[src/logic/rhpc_pkg.sv]
// Constants, register map and types for the root hub port change flags
package rhpc_pkg;
   // Clock and timing
   localparam int CLK_PERIOD_NS = 50;
   localparam int RESET_TIME_MS = 10;
   localparam int RESUME_TIME_MS = 20;
   localparam int RESYNC_TIME_MS = 3;
   localparam int EOP_TIME_NS = 1334;
   localparam int NS_PER_MS = 1000000;
   localparam int RESET_CYCLES = RESET_TIME_MS * NS_PER_MS / CLK_PERIOD_NS;
   localparam int RESUME_CYCLES = RESUME_TIME_MS * NS_PER_MS / CLK_PERIOD_NS;
   localparam int RESYNC_CYCLES = RESYNC_TIME_MS * NS_PER_MS / CLK_PERIOD_NS;
   localparam int EOP_CYCLES =
      (EOP_TIME_NS + CLK_PERIOD_NS - 1) / CLK_PERIOD_NS;
   localparam int CNT_W = 19;

   // Register byte offsets
   localparam logic [7:0] FLAGS_OFS = 8'h00;
   localparam logic [7:0] MASK_OFS = 8'h04;
   localparam logic [7:0] CTRL_OFS = 8'h08;
   localparam logic [7:0] STATE_OFS = 8'h0C;

   // Control register bit positions
   localparam int CTRL_START_RESET = 0;
   localparam int CTRL_SUSPEND = 1;
   localparam int CTRL_START_RESUME = 2;
   localparam int CTRL_SET_ENABLE = 3;
   localparam int CTRL_CLEAR_ENABLE = 4;
   localparam int CTRL_PER_PORT_OVC = 5;

   // Reset values
   localparam logic [3:0] FLAGS_RESET = 4'h0;
   localparam logic [3:0] MASK_RESET = 4'h0;
   localparam logic PER_PORT_OVC_RESET = 1'b1;

   // AHB transfer types and response
   localparam logic [1:0] HTRANS_IDLE = 2'h0;
   localparam logic HRESP_OKAY = 1'b0;

   // Change flags, also the layout of the mask register
   typedef struct packed {
      logic resetCompleteFlag;
      logic overcurrentChangeFlag;
      logic resumeCompleteFlag;
      logic portEnableChangeFlag;
   } rhpc_flags_t;

   // Port line drive requests toward the transceiver
   typedef struct packed {
      logic resetDrive;
      logic resumeDrive;
      logic eopDrive;
   } rhpc_drive_t;

   typedef enum logic [1:0] {
      RES_IDLE = 2'b00,
      RES_K = 2'b01,
      RES_EOP = 2'b10,
      RES_SYNC = 2'b11
   } rhpc_resume_st_t;
endpackage

[src/logic/rhpc_port_flags.sv]
// Root hub port change flags with AHB-Lite register access
//
// The AHB-Lite slave port and the register offsets were chosen for this implementation.
`timescale 1ns/1ps

// Functional notes
// - A hardware disable of the port sets the enable change flag.
// - Software writes that change the port enable leave that flag alone.
// - Writing one to a change flag clears it unless a hardware set comes in the same cycle, and writing zero keeps it.
// - The resume complete flag is set only once the whole resume is over.
// - Resume is a 20 ms resume pulse, a low-speed EOP, then a 3 ms resync.
// - Setting the reset complete flag clears the resume complete flag.
// - The overcurrent change flag only carries meaning in per-port mode.
// - Any change of the overcurrent indicator in per-port mode sets the overcurrent flag.
// - Reset signalling lasts 10 ms and its end sets reset complete.
module rhpc_port_flags #(
   parameter int RESET_LEN = rhpc_pkg::RESET_CYCLES,
   parameter int RESUME_LEN = rhpc_pkg::RESUME_CYCLES,
   parameter int RESYNC_LEN = rhpc_pkg::RESYNC_CYCLES
) (
   // Clock and reset
   input wire logic mclk,
   input wire logic rst_n,
   // AHB-Lite slave
   input wire logic hsel,
   input wire logic [31:0] haddr,
   input wire logic [1:0] htrans,
   input wire logic hwrite,
   input wire logic [2:0] hsize,
   input wire logic [31:0] hwdata,
   input wire logic hready,
   output logic hreadyout,
   output logic hresp,
   output logic [31:0] hrdata,
   // Port events and pins
   input wire logic portErrorEvt,
   input wire logic remoteWakeEvt,
   input wire logic overcurrentPin,
   // Port drive and state
   output rhpc_pkg::rhpc_drive_t portDrive,
   output logic portEnabledState,
   output logic portOvercurrentIndicatorA,
   // Interrupt
   output logic irq
);
   import rhpc_pkg::*;

   // Bus pipeline
   logic wrPend_r;
   logic [7:0] wrAddr_r;
   logic addrPhase;
   logic [31:0] rdValue;
   logic wrFlags;
   logic wrMask;
   logic wrCtrl;
   logic [31:0] ctrlWord;
   logic [31:0] stateWord;

   // Register state
   rhpc_flags_t flags_r;
   rhpc_flags_t flags_nxt;
   rhpc_flags_t mask_r;
   rhpc_flags_t setEvt;
   rhpc_flags_t clrReq;
   logic perPortOvc_r;
   logic portEnabled_r;
   logic portSuspended_r;

   // Overcurrent pin synchroniser
   logic ovcMeta_r;
   logic ovcSync_r;
   logic ovcInd_r;

   // Sequencer links
   logic resetStart;
   logic resumeStart;
   logic resetDrive;
   logic resetDone;
   logic resumeDrive;
   logic eopDrive;
   logic resumeBusy;
   logic resumeDone;
   logic hwDisable;
   logic resumeAbort;
   logic ovcRise;
   logic ovcChange;

   // Software commands decoded in the write data phase
   logic swStartReset;
   logic swSuspend;
   logic swStartResume;
   logic swSetEnable;
   logic swClearEnable;

   // Address phase accepted
   assign addrPhase = hsel && hready && htrans[1];
   assign wrFlags = wrPend_r && (wrAddr_r == FLAGS_OFS);
   assign wrMask = wrPend_r && (wrAddr_r == MASK_OFS);
   assign wrCtrl = wrPend_r && (wrAddr_r == CTRL_OFS);

   // Zero wait state: bus is always ready
   always_ff @(posedge mclk or negedge rst_n) begin
      if (!rst_n) begin
         hreadyout <= 1'b1;
         hresp <= HRESP_OKAY;
      end else begin
         hreadyout <= 1'b1;
         hresp <= HRESP_OKAY;
      end
   end

   // Write address held into data phase
   always_ff @(posedge mclk or negedge rst_n) begin
      if (!rst_n) begin
         wrPend_r <= 1'b0;
         wrAddr_r <= '0;
      end else begin
         wrPend_r <= addrPhase && hwrite;
         if (addrPhase) begin
            wrAddr_r <= {haddr[7:2], 2'b00};
         end
      end
   end

   // Read views of the control and state registers
   always_comb begin
      ctrlWord = '0;
      ctrlWord[CTRL_PER_PORT_OVC] = perPortOvc_r;
      ctrlWord[CTRL_SUSPEND] = portSuspended_r;
      stateWord = '0;
      stateWord[0] = portEnabled_r;
      stateWord[1] = portSuspended_r;
      stateWord[2] = resetDrive;
      stateWord[3] = resumeBusy;
      stateWord[4] = ovcInd_r;
   end

   // Read mux, unmapped addresses read zero
   always_comb begin
      rdValue = '0;
      if (haddr[31:8] != 24'h000000) begin
         rdValue = '0;
      end else if (haddr[7:0] == FLAGS_OFS) begin
         rdValue[3:0] = flags_r;
      end else if (haddr[7:0] == MASK_OFS) begin
         rdValue[3:0] = mask_r;
      end else if (haddr[7:0] == CTRL_OFS) begin
         rdValue = ctrlWord;
      end else if (haddr[7:0] == STATE_OFS) begin
         rdValue = stateWord;
      end
   end

   // Read data captured at the address phase
   always_ff @(posedge mclk or negedge rst_n) begin
      if (!rst_n) begin
         hrdata <= '0;
      end else if (addrPhase && !hwrite) begin
         hrdata <= rdValue;
      end
   end

   // Interrupt mask register
   always_ff @(posedge mclk or negedge rst_n) begin
      if (!rst_n) begin
         mask_r <= MASK_RESET;
      end else if (wrMask) begin
         mask_r <= hwdata[3:0];
      end
   end

   always_ff @(posedge mclk or negedge rst_n) begin
      if (!rst_n) begin
         perPortOvc_r <= PER_PORT_OVC_RESET;
      end else if (wrCtrl) begin
         perPortOvc_r <= hwdata[CTRL_PER_PORT_OVC];
      end
   end

   // Command strobes from the control register
   assign swStartReset = wrCtrl && hwdata[CTRL_START_RESET];
   assign swSuspend = wrCtrl && hwdata[CTRL_SUSPEND];
   assign swStartResume = wrCtrl && hwdata[CTRL_START_RESUME];
   assign swSetEnable = wrCtrl && hwdata[CTRL_SET_ENABLE];
   assign swClearEnable = wrCtrl && hwdata[CTRL_CLEAR_ENABLE];
   assign resetStart = swStartReset && !resetDrive;
   assign resumeStart = !resumeBusy && portSuspended_r && !resetDrive &&
      (swStartResume || remoteWakeEvt);

   // Overcurrent pin through three flops
   always_ff @(posedge mclk or negedge rst_n) begin
      if (!rst_n) begin
         ovcMeta_r <= 1'b0;
         ovcSync_r <= 1'b0;
         ovcInd_r <= 1'b0;
      end else begin
         ovcMeta_r <= overcurrentPin;
         ovcSync_r <= ovcMeta_r;
         ovcInd_r <= ovcSync_r;
      end
   end

   // indicator edges, one flop after the synchroniser
   assign ovcRise = ovcSync_r && !ovcInd_r;
   assign ovcChange = ovcSync_r != ovcInd_r;

   assign hwDisable = portEnabled_r &&
      (portErrorEvt || (perPortOvc_r && ovcRise));

   // Reset or a hardware disable cuts a resume short
   assign resumeAbort = resetStart || hwDisable;

   // Port enable state
   always_ff @(posedge mclk or negedge rst_n) begin
      if (!rst_n) begin
         portEnabled_r <= 1'b0;
      end else if (hwDisable || resetStart) begin
         portEnabled_r <= 1'b0;
      end else if (resetDone) begin
         portEnabled_r <= 1'b1;
      end else if (swClearEnable) begin
         portEnabled_r <= 1'b0;
      end else if (swSetEnable) begin
         portEnabled_r <= 1'b1;
      end
   end

   // Suspend state, left when resume completes
   always_ff @(posedge mclk or negedge rst_n) begin
      if (!rst_n) begin
         portSuspended_r <= 1'b0;
      end else if (resumeDone || resetStart || hwDisable) begin
         portSuspended_r <= 1'b0;
      end else if (swSuspend && portEnabled_r) begin
         portSuspended_r <= 1'b1;
      end
   end

   rhpc_reset_seq #(
      .RESET_LEN(RESET_LEN)
   ) resetSeq (
      .mclk(mclk),
      .rst_n(rst_n),
      .start(resetStart),
      .resetDrive_r(resetDrive),
      .resetDone_r(resetDone)
   );

   rhpc_resume_seq #(
      .RESUME_LEN(RESUME_LEN),
      .EOP_LEN(EOP_CYCLES),
      .RESYNC_LEN(RESYNC_LEN)
   ) resumeSeq (
      .mclk(mclk),
      .rst_n(rst_n),
      .start(resumeStart),
      .abort(resumeAbort),
      .resumeDrive_r(resumeDrive),
      .eopDrive_r(eopDrive),
      .busy_r(resumeBusy),
      .resumeDone_r(resumeDone)
   );

   // Hardware set events
   always_comb begin
      setEvt.portEnableChangeFlag = hwDisable;
      setEvt.resumeCompleteFlag = resumeDone;
      setEvt.overcurrentChangeFlag = perPortOvc_r && ovcChange;
      setEvt.resetCompleteFlag = resetDone;
   end

   always_comb begin
      clrReq = '0;
      if (wrFlags) begin
         clrReq = hwdata[3:0];
      end
      if (resetDone) begin
         clrReq.resumeCompleteFlag = 1'b1;
      end
   end

   assign flags_nxt = setEvt | (flags_r & ~clrReq);

   always_ff @(posedge mclk or negedge rst_n) begin
      if (!rst_n) begin
         flags_r <= FLAGS_RESET;
      end else begin
         flags_r <= flags_nxt;
      end
   end

   // Level interrupt from unmasked flags
   always_ff @(posedge mclk or negedge rst_n) begin
      if (!rst_n) begin
         irq <= 1'b0;
      end else begin
         irq <= |(flags_nxt & mask_r);
      end
   end

   // Port line drive, one register behind the sequencers
   always_ff @(posedge mclk or negedge rst_n) begin
      if (!rst_n) begin
         portDrive <= '0;
      end else begin
         portDrive.resetDrive <= resetDrive;
         portDrive.resumeDrive <= resumeDrive;
         portDrive.eopDrive <= eopDrive;
      end
   end

   // Registered port enable
   always_ff @(posedge mclk or negedge rst_n) begin
      if (!rst_n) begin
         portEnabledState <= 1'b0;
      end else begin
         portEnabledState <= portEnabled_r;
      end
   end

   // Registered overcurrent indicator
   always_ff @(posedge mclk or negedge rst_n) begin
      if (!rst_n) begin
         portOvercurrentIndicatorA <= 1'b0;
      end else begin
         portOvercurrentIndicatorA <= ovcInd_r;
      end
   end

   // hsize is accepted but unused: only word transfers are mapped
   logic unusedSize;
   assign unusedSize = ^hsize;
endmodule

[src/logic/rhpc_reset_seq.sv]
// Port reset signalling timer
`timescale 1ns/1ps
module rhpc_reset_seq #(
   parameter int RESET_LEN = rhpc_pkg::RESET_CYCLES
) (
   // Clock and reset
   input wire logic mclk,
   input wire logic rst_n,
   // Control
   input wire logic start,
   // Status
   output logic resetDrive_r,
   output logic resetDone_r
);
   import rhpc_pkg::*;

   logic [CNT_W-1:0] cnt_r;

   always_ff @(posedge mclk or negedge rst_n) begin
      if (!rst_n) begin
         resetDrive_r <= 1'b0;
         cnt_r <= '0;
      end else if (resetDrive_r) begin
         if (cnt_r == CNT_W'(RESET_LEN - 1)) begin
            resetDrive_r <= 1'b0;
         end
         cnt_r <= cnt_r + 1'b1;
      end else if (start) begin
         resetDrive_r <= 1'b1;
         cnt_r <= '0;
      end
   end

   always_ff @(posedge mclk or negedge rst_n) begin
      if (!rst_n) begin
         resetDone_r <= 1'b0;
      end else begin
         resetDone_r <= resetDrive_r && (cnt_r == CNT_W'(RESET_LEN - 1));
      end
   end
endmodule

[src/logic/rhpc_resume_seq.sv]
// Resume sequencer: K pulse, low-speed end of packet, resync delay
`timescale 1ns/1ps
module rhpc_resume_seq #(
   parameter int RESUME_LEN = rhpc_pkg::RESUME_CYCLES,
   parameter int EOP_LEN = rhpc_pkg::EOP_CYCLES,
   parameter int RESYNC_LEN = rhpc_pkg::RESYNC_CYCLES
) (
   // Clock and reset
   input wire logic mclk,
   input wire logic rst_n,
   // Control
   input wire logic start,
   input wire logic abort,
   // Status
   output logic resumeDrive_r,
   output logic eopDrive_r,
   output logic busy_r,
   output logic resumeDone_r
);
   import rhpc_pkg::*;

   rhpc_resume_st_t state_r;
   logic [CNT_W-1:0] cnt_r;
   logic last;

   always_comb begin
      last = 1'b0;
      case (state_r)
         RES_K: last = (cnt_r == CNT_W'(RESUME_LEN - 1));
         RES_EOP: last = (cnt_r == CNT_W'(EOP_LEN - 1));
         RES_SYNC: last = (cnt_r == CNT_W'(RESYNC_LEN - 1));
         default: last = 1'b0;
      endcase
   end

   always_ff @(posedge mclk or negedge rst_n) begin
      if (!rst_n) begin
         state_r <= RES_IDLE;
         cnt_r <= '0;
      end else if (abort) begin
         state_r <= RES_IDLE;
         cnt_r <= '0;
      end else begin
         cnt_r <= last ? '0 : cnt_r + 1'b1;
         case (state_r)
            RES_IDLE: begin
               cnt_r <= '0;
               if (start) begin
                  state_r <= RES_K;
               end
            end
            RES_K: if (last) begin
               state_r <= RES_EOP;
            end
            RES_EOP: if (last) begin
               state_r <= RES_SYNC;
            end
            RES_SYNC: if (last) begin
               state_r <= RES_IDLE;
            end
            default: state_r <= RES_IDLE;
         endcase
      end
   end

   always_ff @(posedge mclk or negedge rst_n) begin
      if (!rst_n) begin
         resumeDone_r <= 1'b0;
         resumeDrive_r <= 1'b0;
         eopDrive_r <= 1'b0;
         busy_r <= 1'b0;
      end else begin
         resumeDone_r <= !abort && state_r == RES_SYNC && last;
         resumeDrive_r <= !abort && ((state_r == RES_K && !last) ||
            (state_r == RES_IDLE && start));
         eopDrive_r <= !abort && ((state_r == RES_EOP && !last) ||
            (state_r == RES_K && last));
         busy_r <= !abort && (state_r != RES_IDLE || start) &&
            !(state_r == RES_SYNC && last);
      end
   end
endmodule

[config.mk]
export PLATFORM = sky130hd
export DESIGN_NAME = rhpc_port_flags
export DESIGN_NICKNAME = d
export VERILOG_FILES = /design/src/logic/rhpc_pkg.sv /design/src/logic/rhpc_port_flags.sv /design/src/logic/rhpc_reset_seq.sv /design/src/logic/rhpc_resume_seq.sv
export SDC_FILE = /design/constraint.sdc
export NUM_CORES = 1
export LEC_CHECK = 0
export ABC_AREA = 1
export BUFFER_PORTS_ARGS = -buffer_cell sky130_fd_sc_hd__buf_4
export CAP_MARGIN = 25
export CORE_MARGIN = 2
export CORE_UTILIZATION = 48
export CTS_CLUSTER_DIAMETER = 30
export CTS_CLUSTER_SIZE = 25
export DETAILED_ROUTE_END_ITERATION = 16
export PLACE_DENSITY = 0.77
export SETUP_SLACK_MARGIN = 0.4
export SYNTH_ARGS = -nofsm -noshare
export SYNTH_HDL_FRONTEND = slang
export SYNTH_SLANG_ARGS = --single-unit
[constraint.sdc]
create_clock -name mclk -period 1.6 [get_ports mclk]
set_input_delay 0.16 -clock mclk [delete_from_list [all_inputs] [get_ports mclk]]
set_output_delay 0.16 -clock mclk [all_outputs]
set_load 0.05 [all_outputs]
Word-level counts from Yosys, hierarchy flattened
Cells that the tools add are included.

$add $sub $neg: 2. Equal/unequal tests: 17. Muxes and demuxes: 30. Bitwise operators: 4. Reduce and logical (&&, ||, !) cells: 58.

Operator list (count): 2-to-1 mux 19 bit (5); 2-to-1 mux 32 bit (2); 2-to-1 mux 28 bit (2); adder 19 x 1 -> 19 bit, second input constant (2); logical AND 1 bit (33); nonzero test 24 bit (1); == test 19 x 16 -> 1 bit, second input constant (1); == test 19 x 18 -> 1 bit, second input constant (1); == test 19 bit, second input constant (1); == test 19 x 5 -> 1 bit, second input constant (1); == test 8 x 4 -> 1 bit, second input constant (2); zero test 8 bit (2); 2-to-1 mux 4 bit (3); inequality test 3 x 1 -> 1 bit, second input constant (4); 2-to-1 mux 1 bit (10); 2-to-1 mux 2 bit (5); AND 4 bit (2); == test 8 x 3 -> 1 bit, second input constant (1); logical OR 1 bit (8); case mux 2 bit (4 select lines) (1); zero test 1 bit (7); == test 6 x 1 -> 1 bit, second input constant (1); == test 6 x 2 -> 1 bit, second input constant (1); nonzero test 2 bit (3); 11 further kinds (12).

Register bits: 105.

Logic depth before layout (Yosys ltp)
Gate-level depths: netlist (run 1).

Depth in word-level cells: 9. Depth in mapped cells: 13. Depth with buffers taken out: 12.

Cells and area by module
From an unflattened synthesis (run 1), not the netlist that was laid out.

Cell total of the unflattened synthesis: 648. Area, all modules: 4809.6 µm².

By module, submodules not included: rhpc_port_flags (instances 1, cells an instance 249, area each 1880.6 µm², seq. area each 827.0 µm²); rhpc_resume_seq (instances 1, cells an instance 225, area each 1695.4 µm², seq. area each 625.6 µm²); rhpc_reset_seq (instances 1, cells an instance 174, area each 1233.7 µm², seq. area each 525.5 µm²).

Least setup slack after synthesis (run 1)
OpenSTA, ideal clock, no wires.

Path type: register -> register. Start: register resumeSeq.state_r[0]. End: register resumeSeq.cnt_r[14]. Setup time: 121 ps. Arrival time: 1539 ps. Required time: 1479 ps. Path slack: -61 ps. Stages on the path, launching flop included: 14. Cells stage by stage: dfrtp_1 -> inv_1 -> ha_1 -> nand2_1 -> o21ai_0 -> nor2_1 -> nand2_1 -> nor2_1 -> nand2_2 -> clkinv_2 -> nor2_4 -> nand2_4 -> buf_6 -> nor2_1.

Cells in the longest elaborated chain, start to end: 5.

RTL lines: start, declared (RTL line rhpc_resume_seq.sv:22) `rhpc_resume_st_t state_r;`; start signal, assigned (RTL line rhpc_resume_seq.sv:38) `state_r <= RES_IDLE;`; start signal, assigned (RTL line rhpc_resume_seq.sv:41) `state_r <= RES_IDLE;`; start signal, assigned (RTL line rhpc_resume_seq.sv:49) `state_r <= RES_K;`; == test 2 bit or == test 2 x 1 -> 1 bit (tied branches) (RTL line rhpc_resume_seq.sv:28) `case (state_r)`; case mux 1 bit (3 select lines) (RTL line rhpc_resume_seq.sv:28); 2-to-1 mux 19 bit (RTL line rhpc_resume_seq.sv:44) `cnt_r <= last ? '0 : cnt_r + 1'b1;`; 2-to-1 mux 19 bit (*) (RTL line rhpc_resume_seq.sv:45) `case (state_r)`; 2-to-1 mux 19 bit (*) (RTL line rhpc_resume_seq.sv:40) `end else if (abort) begin`; end signal, assigned (RTL line rhpc_resume_seq.sv:44); end, declared (RTL line rhpc_resume_seq.sv:23) `logic [CNT_W-1:0] cnt_r;`.

Mark *: on every way between the ends. The rest lies on a longest branch, timed or not. A chain may end at the register's enable or synchronous reset.

Worst setup path in the final report (run 1)
Start: register ovcSync_r. End: register resumeSeq.cnt_r[11].

Cells in the longest elaborated chain, start to end: 6.

RTL lines: start, declared (RTL line rhpc_port_flags.sv:71) `logic ovcSync_r;`; start signal, assigned (RTL line rhpc_port_flags.sv:198) `ovcSync_r <= ovcMeta_r;`; logical AND 1 bit (RTL line rhpc_port_flags.sv:204) `assign ovcRise = ovcSync_r && !ovcInd_r;`; logical AND 1 bit (RTL line rhpc_port_flags.sv:208) `(portErrorEvt || (perPortOvc_r && ovcRise));`; logical OR 1 bit (RTL line rhpc_port_flags.sv:208); logical AND 1 bit (RTL line rhpc_port_flags.sv:207) `assign hwDisable = portEnabled_r &&`; logical OR 1 bit (RTL line rhpc_port_flags.sv:211) `assign resumeAbort = resetStart || hwDisable;`; 2-to-1 mux 19 bit (RTL line rhpc_resume_seq.sv:40).

Every way passes these cells.

==> run summary, run 1 <==
117 I/O pins were placed. Averaged over all synthesized cells, the footprint is 7.76 µm². The critical path goes through ha_1 > nand2_1 > inv_1 > o21ai_1 > nand2_4 > nor2_4 > nand2_2 > nor2_1. The run finished, with violations left. The die boundary height is 98.7 µm. Of the total power, the share spent switching nets is 0.284.

The minimum period implied by the final worst setup slack came out at 1.82 ns. The flop and latch count out of synthesis is 79. The estimated wirelength of the detail-placed design came out at 6.85 mm. The number of hold violations in the final report was 0. Between clock sinks in the finished design, the worst skew comes to 0.0159 ns. The required time of the critical path came out at 1.88 ns.

The final critical-path share of the clock period is 1.14. The checks that failed: negative setup slack. STA puts the critical path data arrival time at 2.10 ns.

Adding up every negative setup slack in the final design gives -4.44 ns. The maximum level of the CTS H-tree came out at 3. The final weighted congestion in routability-driven placement is 0.939. The overall die area is 9750 µm². The top achievable clock speed came out at 549 MHz. The min-delay analysis places its worst path in the category in2reg.

The internal power of the cells totals 0.00323 W. In this run, CTS created clock tree buffers numbering 9. The post-synthesis sequential area ratio came out at 0.459. The final setup violation count is 26.

The number of remaining DRC errors came out at 0. Of the cells placed in the final design, the portion with a size suffix greater than 1 is 0.377. Of all nets on the critical path, the largest fanout is 5. The total via count in the routed design came out at 4219. The post-synthesis cell area came out at 4310 µm². The number of clock sinks is 79. The total placed instance area came out at 5030 µm².

The count of max-cap constraint violations is 0. After routing the design area is 6070 µm². The worst setup path is captured at a flop. The unique cell type count in the Yosys netlist is 36.

The number of global-route vias before repair came out at 3869. The number of vias per cell after detailed routing came out at 5.27. The count of input and output buffers is 58.

The share of power burned in the clock network is 0.375. After detailed routing, the average wire length per cell comes to 14.9 µm. The first-pass iteration count of the detailed router is 5. STA classifies the critical path startpoint as a flop. The power per unit of standard cell area is 744 nW/µm². For this run, the total global-route usage over all layers was measured as 0.215.

The worst-case clock buffer depth is 2. Setup repair after global routing could not meet its margin everywhere. The largest single stage delay on the critical path is 0.39 ns. The leading cell type in the layout, fill and taps excluded is sky130_fd_sc_hd__buf_4. Row generation in the floorplan step produced 34 rows. For this block, the initial DRC count from the detailed router was 315. Clock-pin slew was measured on the worst setup and hold paths at 0.09 ns. The routed wire length is 11.9 mm. The cell with the largest stage delay on the worst path is sky130_fd_sc_hd__dfrtp_1. The initial antenna violation count is 0. The remaining antenna violation count after routing came out at 0. The overall overflow remaining after global route is 0.

The final setup slack of the worst path came out at -0.221 ns. For this design the total switching power over the nets is 0.00128 W. TritonCTS built the clock tree.

The count of pins over their slew limit came to 0. The cell sitting at the root of the clock tree is a sky130_fd_sc_hd__clkbuf_8. The starting density of the core came out at 0.494. Entering global routing, the biggest net connects 38 pins.

The layout overhead on the synthesized area came out at 41.0%. The global-route wire length before repair is 17.2 mm. The total chip power is 0.00452 W. The gate count of the mapped netlist came out at 555. The latest clock arrival within the worst-skew pair is 0.35 ns. The share of total power dissipated in sequential elements is 0.481. For this run, the post-layout net count is 774. The die is 98.7 µm wide. The share of total power dissipated in combinational logic is 0.144. After floorplanning, the core was sized to cover 8720 µm².

The worst vdd rail ir drop came out at 0.000621 V. The static leakage is 2.96 nW. In the layout the commonest cells are sky130_fd_sc_hd__buf_4 (102), sky130_fd_sc_hd__nand2_1 (98), sky130_fd_sc_hd__dfrtp_1 (71), sky130_fd_sc_hd__nor2_1 (67), sky130_fd_sc_hd__inv_1 (55).

The number of antenna cells inserted came out at 0. The count of yosys warnings during synthesis came out at 0. The start-to-end type of the worst setup path is reg2reg.
==> flip-flops by register name, indices dropped and copies added, names as in the netlist <==
signal,cells
resumeSeq.eopDrive_r,1
portEnabledState,1
portEnabled_r,1
resetSeq.resetDone_r,1
perPortOvc_r,1
resumeSeq.cnt_r,19
hrdata,6
flags_r,4
ovcSync_r,1
portOvercurrentIndicatorA,1
portDrive,3
resumeSeq.resumeDone_r,1
mask_r,4
resumeSeq.busy_r,1
resetSeq.cnt_r,19
wrPend_r,1
resetSeq.resetDrive_r,1
ovcMeta_r,1
ovcInd_r,1
irq,1
wrAddr_r,6
resumeSeq.resumeDrive_r,1
portSuspended_r,1
resumeSeq.state_r,2
==> per-layer routing <==
| layer | vias to the layer above | GRT usage | wire length, µm |
|---|---|---|---|
| met5 | - | 0 | 0 |
| met1 | 2006 | 0.261 | 4590 |
| met4 | 0 | 0.0790 | 418 |
| met2 | 198 | 0.380 | 6060 |
| met3 | 34 | 0.0411 | 833 |
| li1 | 1981 | - | - |
==> synth_stat cells (all sizes together) <==
cell type  instances  share of area
nand2            128           0.12
ha                10          0.029
mux2               3         0.0078
nand3             53          0.064
xnor2              2         0.0041
nor4               1         0.0015
clkbuf             3         0.0026
nand3b             1         0.0017
xor2               9          0.018
conb               2         0.0017
buf               30          0.054
a21oi             14          0.016
dfrtp             78           0.45
nand4              9          0.013
nor2              84          0.077
a31oi              1         0.0015
dfstp              1         0.0061
o21a               1         0.0017
clkinv             2         0.0020
and3               1         0.0015
nor3              17          0.021
o21ai             33          0.038
or2                4         0.0058
inv               65          0.057
o211ai             3         0.0052
==> stage by stage <==
stage	hold WS, ns	std cells	setup WS [ns]	utilization
final	0.0310	800	-0.221	0.696
after CTS	0.0181	776	-0.0860	0.641
after detailed placement	0.116	737	-0.122	0.577
after global routing	0.0180	800	-0.293	0.696
after global placement	0.118	737	-0.0410	0.577
after floorplan	-0.136	581	0.00746	-
==> cells by family after synthesis <==
| group | count (synthesis) | share of synthesized area |
|---|---|---|
| xor+xnor | 11 | 0.0224 |
| compound gates | 52 | 0.0630 |
| mux | 3 | 0.00784 |
| buf+inv | 100 | 0.115 |
| simple gates | 298 | 0.301 |
| flops | 79 | 0.459 |
| fa+ha+maj | 10 | 0.0291 |
| other cells | 2 | 0.00174 |
==> critical path, delay by kind of cell (launching register included) <==
kind | cells | cell delay, ns
AND/OR/NAND/NOR | 5 | 0.75
flip-flops | 1 | 0.39
AO/OA/AOI/OAI | 1 | 0.36
adder cells (fa/ha/maj) | 1 | 0.20
buffers and inverters | 1 | 0.05
==> worst paths after layout <==
check                      startpoint                   to  slack, ns  cells past startpoint
min in group asynchronous       rst_n    resetSeq.cnt_r[6]       0.27                      2
setup reg to reg            ovcSync_r  resumeSeq.cnt_r[11]      -0.22                      8
hold reg to reg             ovcMeta_r            ovcSync_r       0.37                      0
max in group asynchronous       rst_n         perPortOvc_r       0.72                      3
setup / recovery            ovcSync_r  resumeSeq.cnt_r[11]      -0.22                      8
hold / removal              hwdata[5]         perPortOvc_r       0.03                      3
==> power by group through the flow <==
stage | Sequential [W] | Clock (W) | Combinational (W)
after floorplan | 0.00222 | 0 | 0.000380
after global placement | 0.00219 | 0 | 0.000559
after detailed placement | 0.00220 | 0 | 0.000573
after CTS | 0.00216 | 0.00170 | 0.000588
after global routing | 0.00218 | 0.00181 | 0.000696
final | 0.00217 | 0.00170 | 0.000650
==> final cells by class <==
class,instances,area (µm²)
timing repair buffer,126,1060
clock buffer,10,138
tap,108,135
sequential,79,1990
clock inverter,6,92.6
inverter,67,256
multi-input combinational,404,2410
fill,635,2650
==> what timing repair did <==
action / in CTS / in global routing
hold endpoints to repair: 29 / 0
setup endpoints to repair: 57 / 58
resized for setup: 45 / 88
hold buffers: 2 / 0
setup buffers: 20 / 22
gates cloned: 1 / 2
pin swaps: 25 / 31
(Power assumes the default switching activity.)
==> inputs of run 2 (changes only) <==
Settings changed: CORE_UTILIZATION 48 to 50.
Clock period 1.6 ns to 1.8 ns, I/O delays scaled along.
==> run summary, run 2 (synthesis gave the netlist of run 1 again) <==
Outcome: complete, no violations (was complete, but fails checks). The top achievable clock speed is 574 MHz (was 549 MHz). The length of routed wiring on met1 was 4.14 mm (was 4.59 mm).

The root cell of the clock tree is sky130_fd_sc_hd__clkbuf_8 (unchanged). The layout overhead on the synthesized area came out at 34.1% (was 41.0%). The start-to-end type of the worst setup path is reg2reg (unchanged). The TritonCTS clock tree is done (unchanged). The starting density of the core is 0.519 (was 0.494). Registers with the most flip-flops: resetSeq.cnt_r x19, resumeSeq.cnt_r x19 (unchanged). The number of global-route vias before repair is 3811 (was 3869). The relative contribution of sequential cells to total power came out at 0.501 (was 0.481).

The cell repeated most along the worst path is sky130_fd_sc_hd__nor2_1. The CTS buffer count was 9 (unchanged). The number of vias per cell after detailed routing is 5.05 (was 5.27). Leading cell types in the layout, fill and taps excluded: sky130_fd_sc_hd__nand2_1 (110), sky130_fd_sc_hd__buf_4 (86), sky130_fd_sc_hd__nor2_1 (73), sky130_fd_sc_hd__dfrtp_1 (73), sky130_fd_sc_hd__inv_1 (57) (was sky130_fd_sc_hd__buf_4 (102), sky130_fd_sc_hd__nand2_1 (98), sky130_fd_sc_hd__dfrtp_1 (71), sky130_fd_sc_hd__nor2_1 (67), sky130_fd_sc_hd__inv_1 (55)). The type of element capturing the critical path is a flop (unchanged).

The fill cell instance count of the final layout came out at 621 (was 635). The first-pass iteration count of the detailed router came out at 4 (was 5). The largest clock skew in the final design is 0.0148 ns (was 0.0159 ns).

The die boundary height was 96.8 µm (was 98.7 µm). The power per unit of standard cell area came out at 666 nW/µm² (was 744 nW/µm²). The remaining antenna violation count after routing came out at 0 (unchanged). The number of rows in the core area came out at 33 (was 34). The worst hold path class is in2reg (unchanged). The delay of the slowest critical-path stage came out at 0.46 ns (was 0.39 ns). The worst-case clock buffer depth came out at 2 (unchanged). The total placed instance area is 4840 µm² (was 5030 µm²).

The static leakage came out at 2.82 nW (was 2.96 nW). The share of power burned in the clock network was 0.344 (was 0.375). The overall overflow remaining after global route was 0 (unchanged). The latest clock arrival within the worst-skew pair was 0.36 ns (was 0.35 ns). The share of final-layout standard cells stronger than drive strength 1 came out at 0.300 (was 0.377). The number of antenna cells inserted was 0 (unchanged). The cell class contributing the biggest share of worst-path delay is simple AND/OR/NAND/NOR gates (unchanged). The maximum fanout along the worst path is 5 (unchanged). The initial antenna violation count is 0 (unchanged). The total number of nets in the final design was 752 (was 774). The net switching fraction of the power is 0.292 (was 0.284). The number of clock sinks came out at 79 (unchanged).

The count of input and output buffers came out at 58 (unchanged). The highest routed metal layer is met4 (unchanged). The routed length per instance is 13.7 µm (was 14.9 µm). The clock-pin transition on the worst setup and hold timing paths is 0.08 ns (was 0.09 ns). The global-route wire length before repair is 16.9 mm (was 17.2 mm). The net switching component of the power came out at 0.00112 W (was 0.00128 W). The maximum level of the CTS H-tree is 3 (unchanged). The count of max-cap constraint violations is 0 (unchanged). The required time of the critical path is 2.09 ns (was 1.88 ns). The overall die area is 9370 µm² (was 9750 µm²). The number of hold violations in the final report is 0 (unchanged). Setup repair after global routing missed its margin: true (unchanged). The die outline width came out at 96.8 µm (was 98.7 µm).

The total buffers and inverters traversed by the critical path is 4 (was 1). The internal power contribution came out at 0.00272 W (was 0.00323 W). The minimum period implied by the final worst setup slack is 1.74 ns (was 1.82 ns). The total via count in the routed design was 3915 (was 4219). The worst endpoint data arrival time is 2.03 ns (was 2.10 ns). The estimated wirelength of the detail-placed design came to 6.70 mm (was 6.85 mm).

The core footprint came out at 8300 µm² (was 8720 µm²). The combinational share of power is 0.155 (was 0.144). The worst vdd rail ir drop is 0.000441 V (was 0.000621 V). The post-route cell area came out at 5780 µm² (was 6070 µm²). The count of pins over their slew limit came out at 0 (unchanged). The met3 wirelength from detailed routing is 473 µm (was 833 µm). The number of DRC markers after the initial detailed-route iteration came out at 169 (was 315).

The pin count of the biggest net entering global routing came out at 80 (was 38). The sort of element at the start of the critical path is a flop (unchanged). The routed wire length was 10.6 mm (was 11.9 mm). The final setup violation count is 0 (was 26). Cells traversed along the worst timing path: inv_4 > ha_4 > inv_2 > nand3_2 > nor2_1 > nor2_1 > nor2_1 > nand2_2 > clkinv_4 > nor2_4 > buf_12 > nand2_4 > nor2_4 (was ha_1 > nand2_1 > inv_1 > o21ai_1 > nand2_4 > nor2_4 > nand2_2 > nor2_1). The total chip power came to 0.00384 W (was 0.00452 W). The final critical-path share of the clock period is 0.967 (was 1.14). The leading cell type in the layout, fill and taps excluded was sky130_fd_sc_hd__nand2_1 (was sky130_fd_sc_hd__buf_4). The number of remaining DRC errors came out at 0 (unchanged).

The final weighted congestion in routability-driven placement is 0.918 (was 0.939). The met2 wire length came out at 5.75 mm (was 6.06 mm). The total I/O pin count is 117 (unchanged). The cell with the largest stage delay on the worst path is sky130_fd_sc_hd__dfrtp_2 (was sky130_fd_sc_hd__dfrtp_1). The overall global routing resource usage is 0.217 (was 0.215).
[run 2: cell count changes in the layout (fill, tap and decap cells not counted), moves of 3 or more]
| cell | previous run | this run |
|---|---|---|
| sky130_fd_sc_hd__o21ai_2 | 9 | 2 |
| sky130_fd_sc_hd__nand2_4 | 8 | 11 |
| sky130_fd_sc_hd__clkinv_4 | 1 | 4 |
| sky130_fd_sc_hd__nor2_1 | 67 | 73 |
| sky130_fd_sc_hd__o21ai_0 | 14 | 19 |
| sky130_fd_sc_hd__buf_4 | 102 | 86 |
| sky130_fd_sc_hd__buf_6 | 18 | 9 |
| sky130_fd_sc_hd__nand3_1 | 33 | 40 |
| sky130_fd_sc_hd__nand3_2 | 16 | 10 |
| sky130_fd_sc_hd__nor2_4 | 5 | 8 |
| sky130_fd_sc_hd__nor2_2 | 12 | 3 |
| sky130_fd_sc_hd__nand2_1 | 98 | 110 |
| sky130_fd_sc_hd__nand2_2 | 23 | 9 |
[run 2: path summary, 6_finish.rpt]
path	start	end	slack (ns)	cells after the start
min in group asynchronous	rst_n	ovcSync_r	0.37	3
max reg2reg	resumeSeq.state_r[0]	resumeSeq.cnt_r[11]	0.06	13
max	resumeSeq.state_r[0]	resumeSeq.cnt_r[11]	0.06	13
min	hwdata[5]	perPortOvc_r	0.03	3
min reg2reg	resumeSeq.resumeDrive_r	portDrive[1]	0.36	0
max in group asynchronous	rst_n	resumeSeq.state_r[1]	1.06	3
[run 2: timing repair]
item	4_1_cts	5_1_grt
hold buffers	2	0
endpoints found under the setup margin	47	55
pin swaps	13	17
gates resized for setup	36	73
gates cloned	4	1
endpoints found under the hold margin	79	0
buffers inserted	23	10
[run 2: power groups by stage]
stage	combinational, W	sequential [W]	clock [W]
final	0.000597	0.00192	0.00132
after detailed placement	0.000499	0.00195	0
after global placement	0.000487	0.00195	0
after CTS	0.000562	0.00192	0.00133
after global routing	0.000651	0.00193	0.00140
after floorplan	0.000333	0.00197	0
[run 2: through the flow]
step | std cells | setup WS (ns) | utilization | setup TNS, ns | hold WS (ns)
2_1_floorplan | 581 | 0.207 | - | 0 | -0.116
3_3_place_gp | 719 | 0.0843 | 0.583 | 0 | 0.235
3_5_place_dp | 719 | 0.0268 | 0.583 | 0 | 0.239
4_1_cts | 764 | 0.0865 | 0.656 | 0 | 0.0296
5_1_grt | 775 | -0.0834 | 0.696 | -1.31 | 0.0367
6_report | 775 | 0.0589 | 0.696 | 0 | 0.0319
[run 2: final cells by class]
type                       count  area (µm²)  area share
sequential                    79        1980       0.344
clock inverter                 7        73.8      0.0128
multi-input combinational    405        2310       0.399
timing repair buffer         103         897       0.155
tap                          105         131      0.0227
clock buffer                   9         124      0.0214
inverter                      67         259      0.0448
[run 2: metal layers]
layer  up-vias  track usage
li1       1932            -
met1      1843        0.261
met2       119        0.386
met3        21       0.0527
met4         0       0.0618
met5         -            0
[run 2: worst register-to-register path, stage by stage (launching register included)]
cell                       delay [ns]
sky130_fd_sc_hd__dfrtp_2         0.46
sky130_fd_sc_hd__inv_4           0.10
sky130_fd_sc_hd__ha_4            0.16
sky130_fd_sc_hd__inv_2           0.04
sky130_fd_sc_hd__nand3_2         0.04
sky130_fd_sc_hd__nor2_1          0.05
sky130_fd_sc_hd__nor2_1          0.10
sky130_fd_sc_hd__nor2_1          0.06
sky130_fd_sc_hd__nand2_2         0.11
sky130_fd_sc_hd__clkinv_4        0.07
sky130_fd_sc_hd__nor2_4          0.14
sky130_fd_sc_hd__buf_12          0.14
sky130_fd_sc_hd__nand2_4         0.08
sky130_fd_sc_hd__nor2_4          0.12
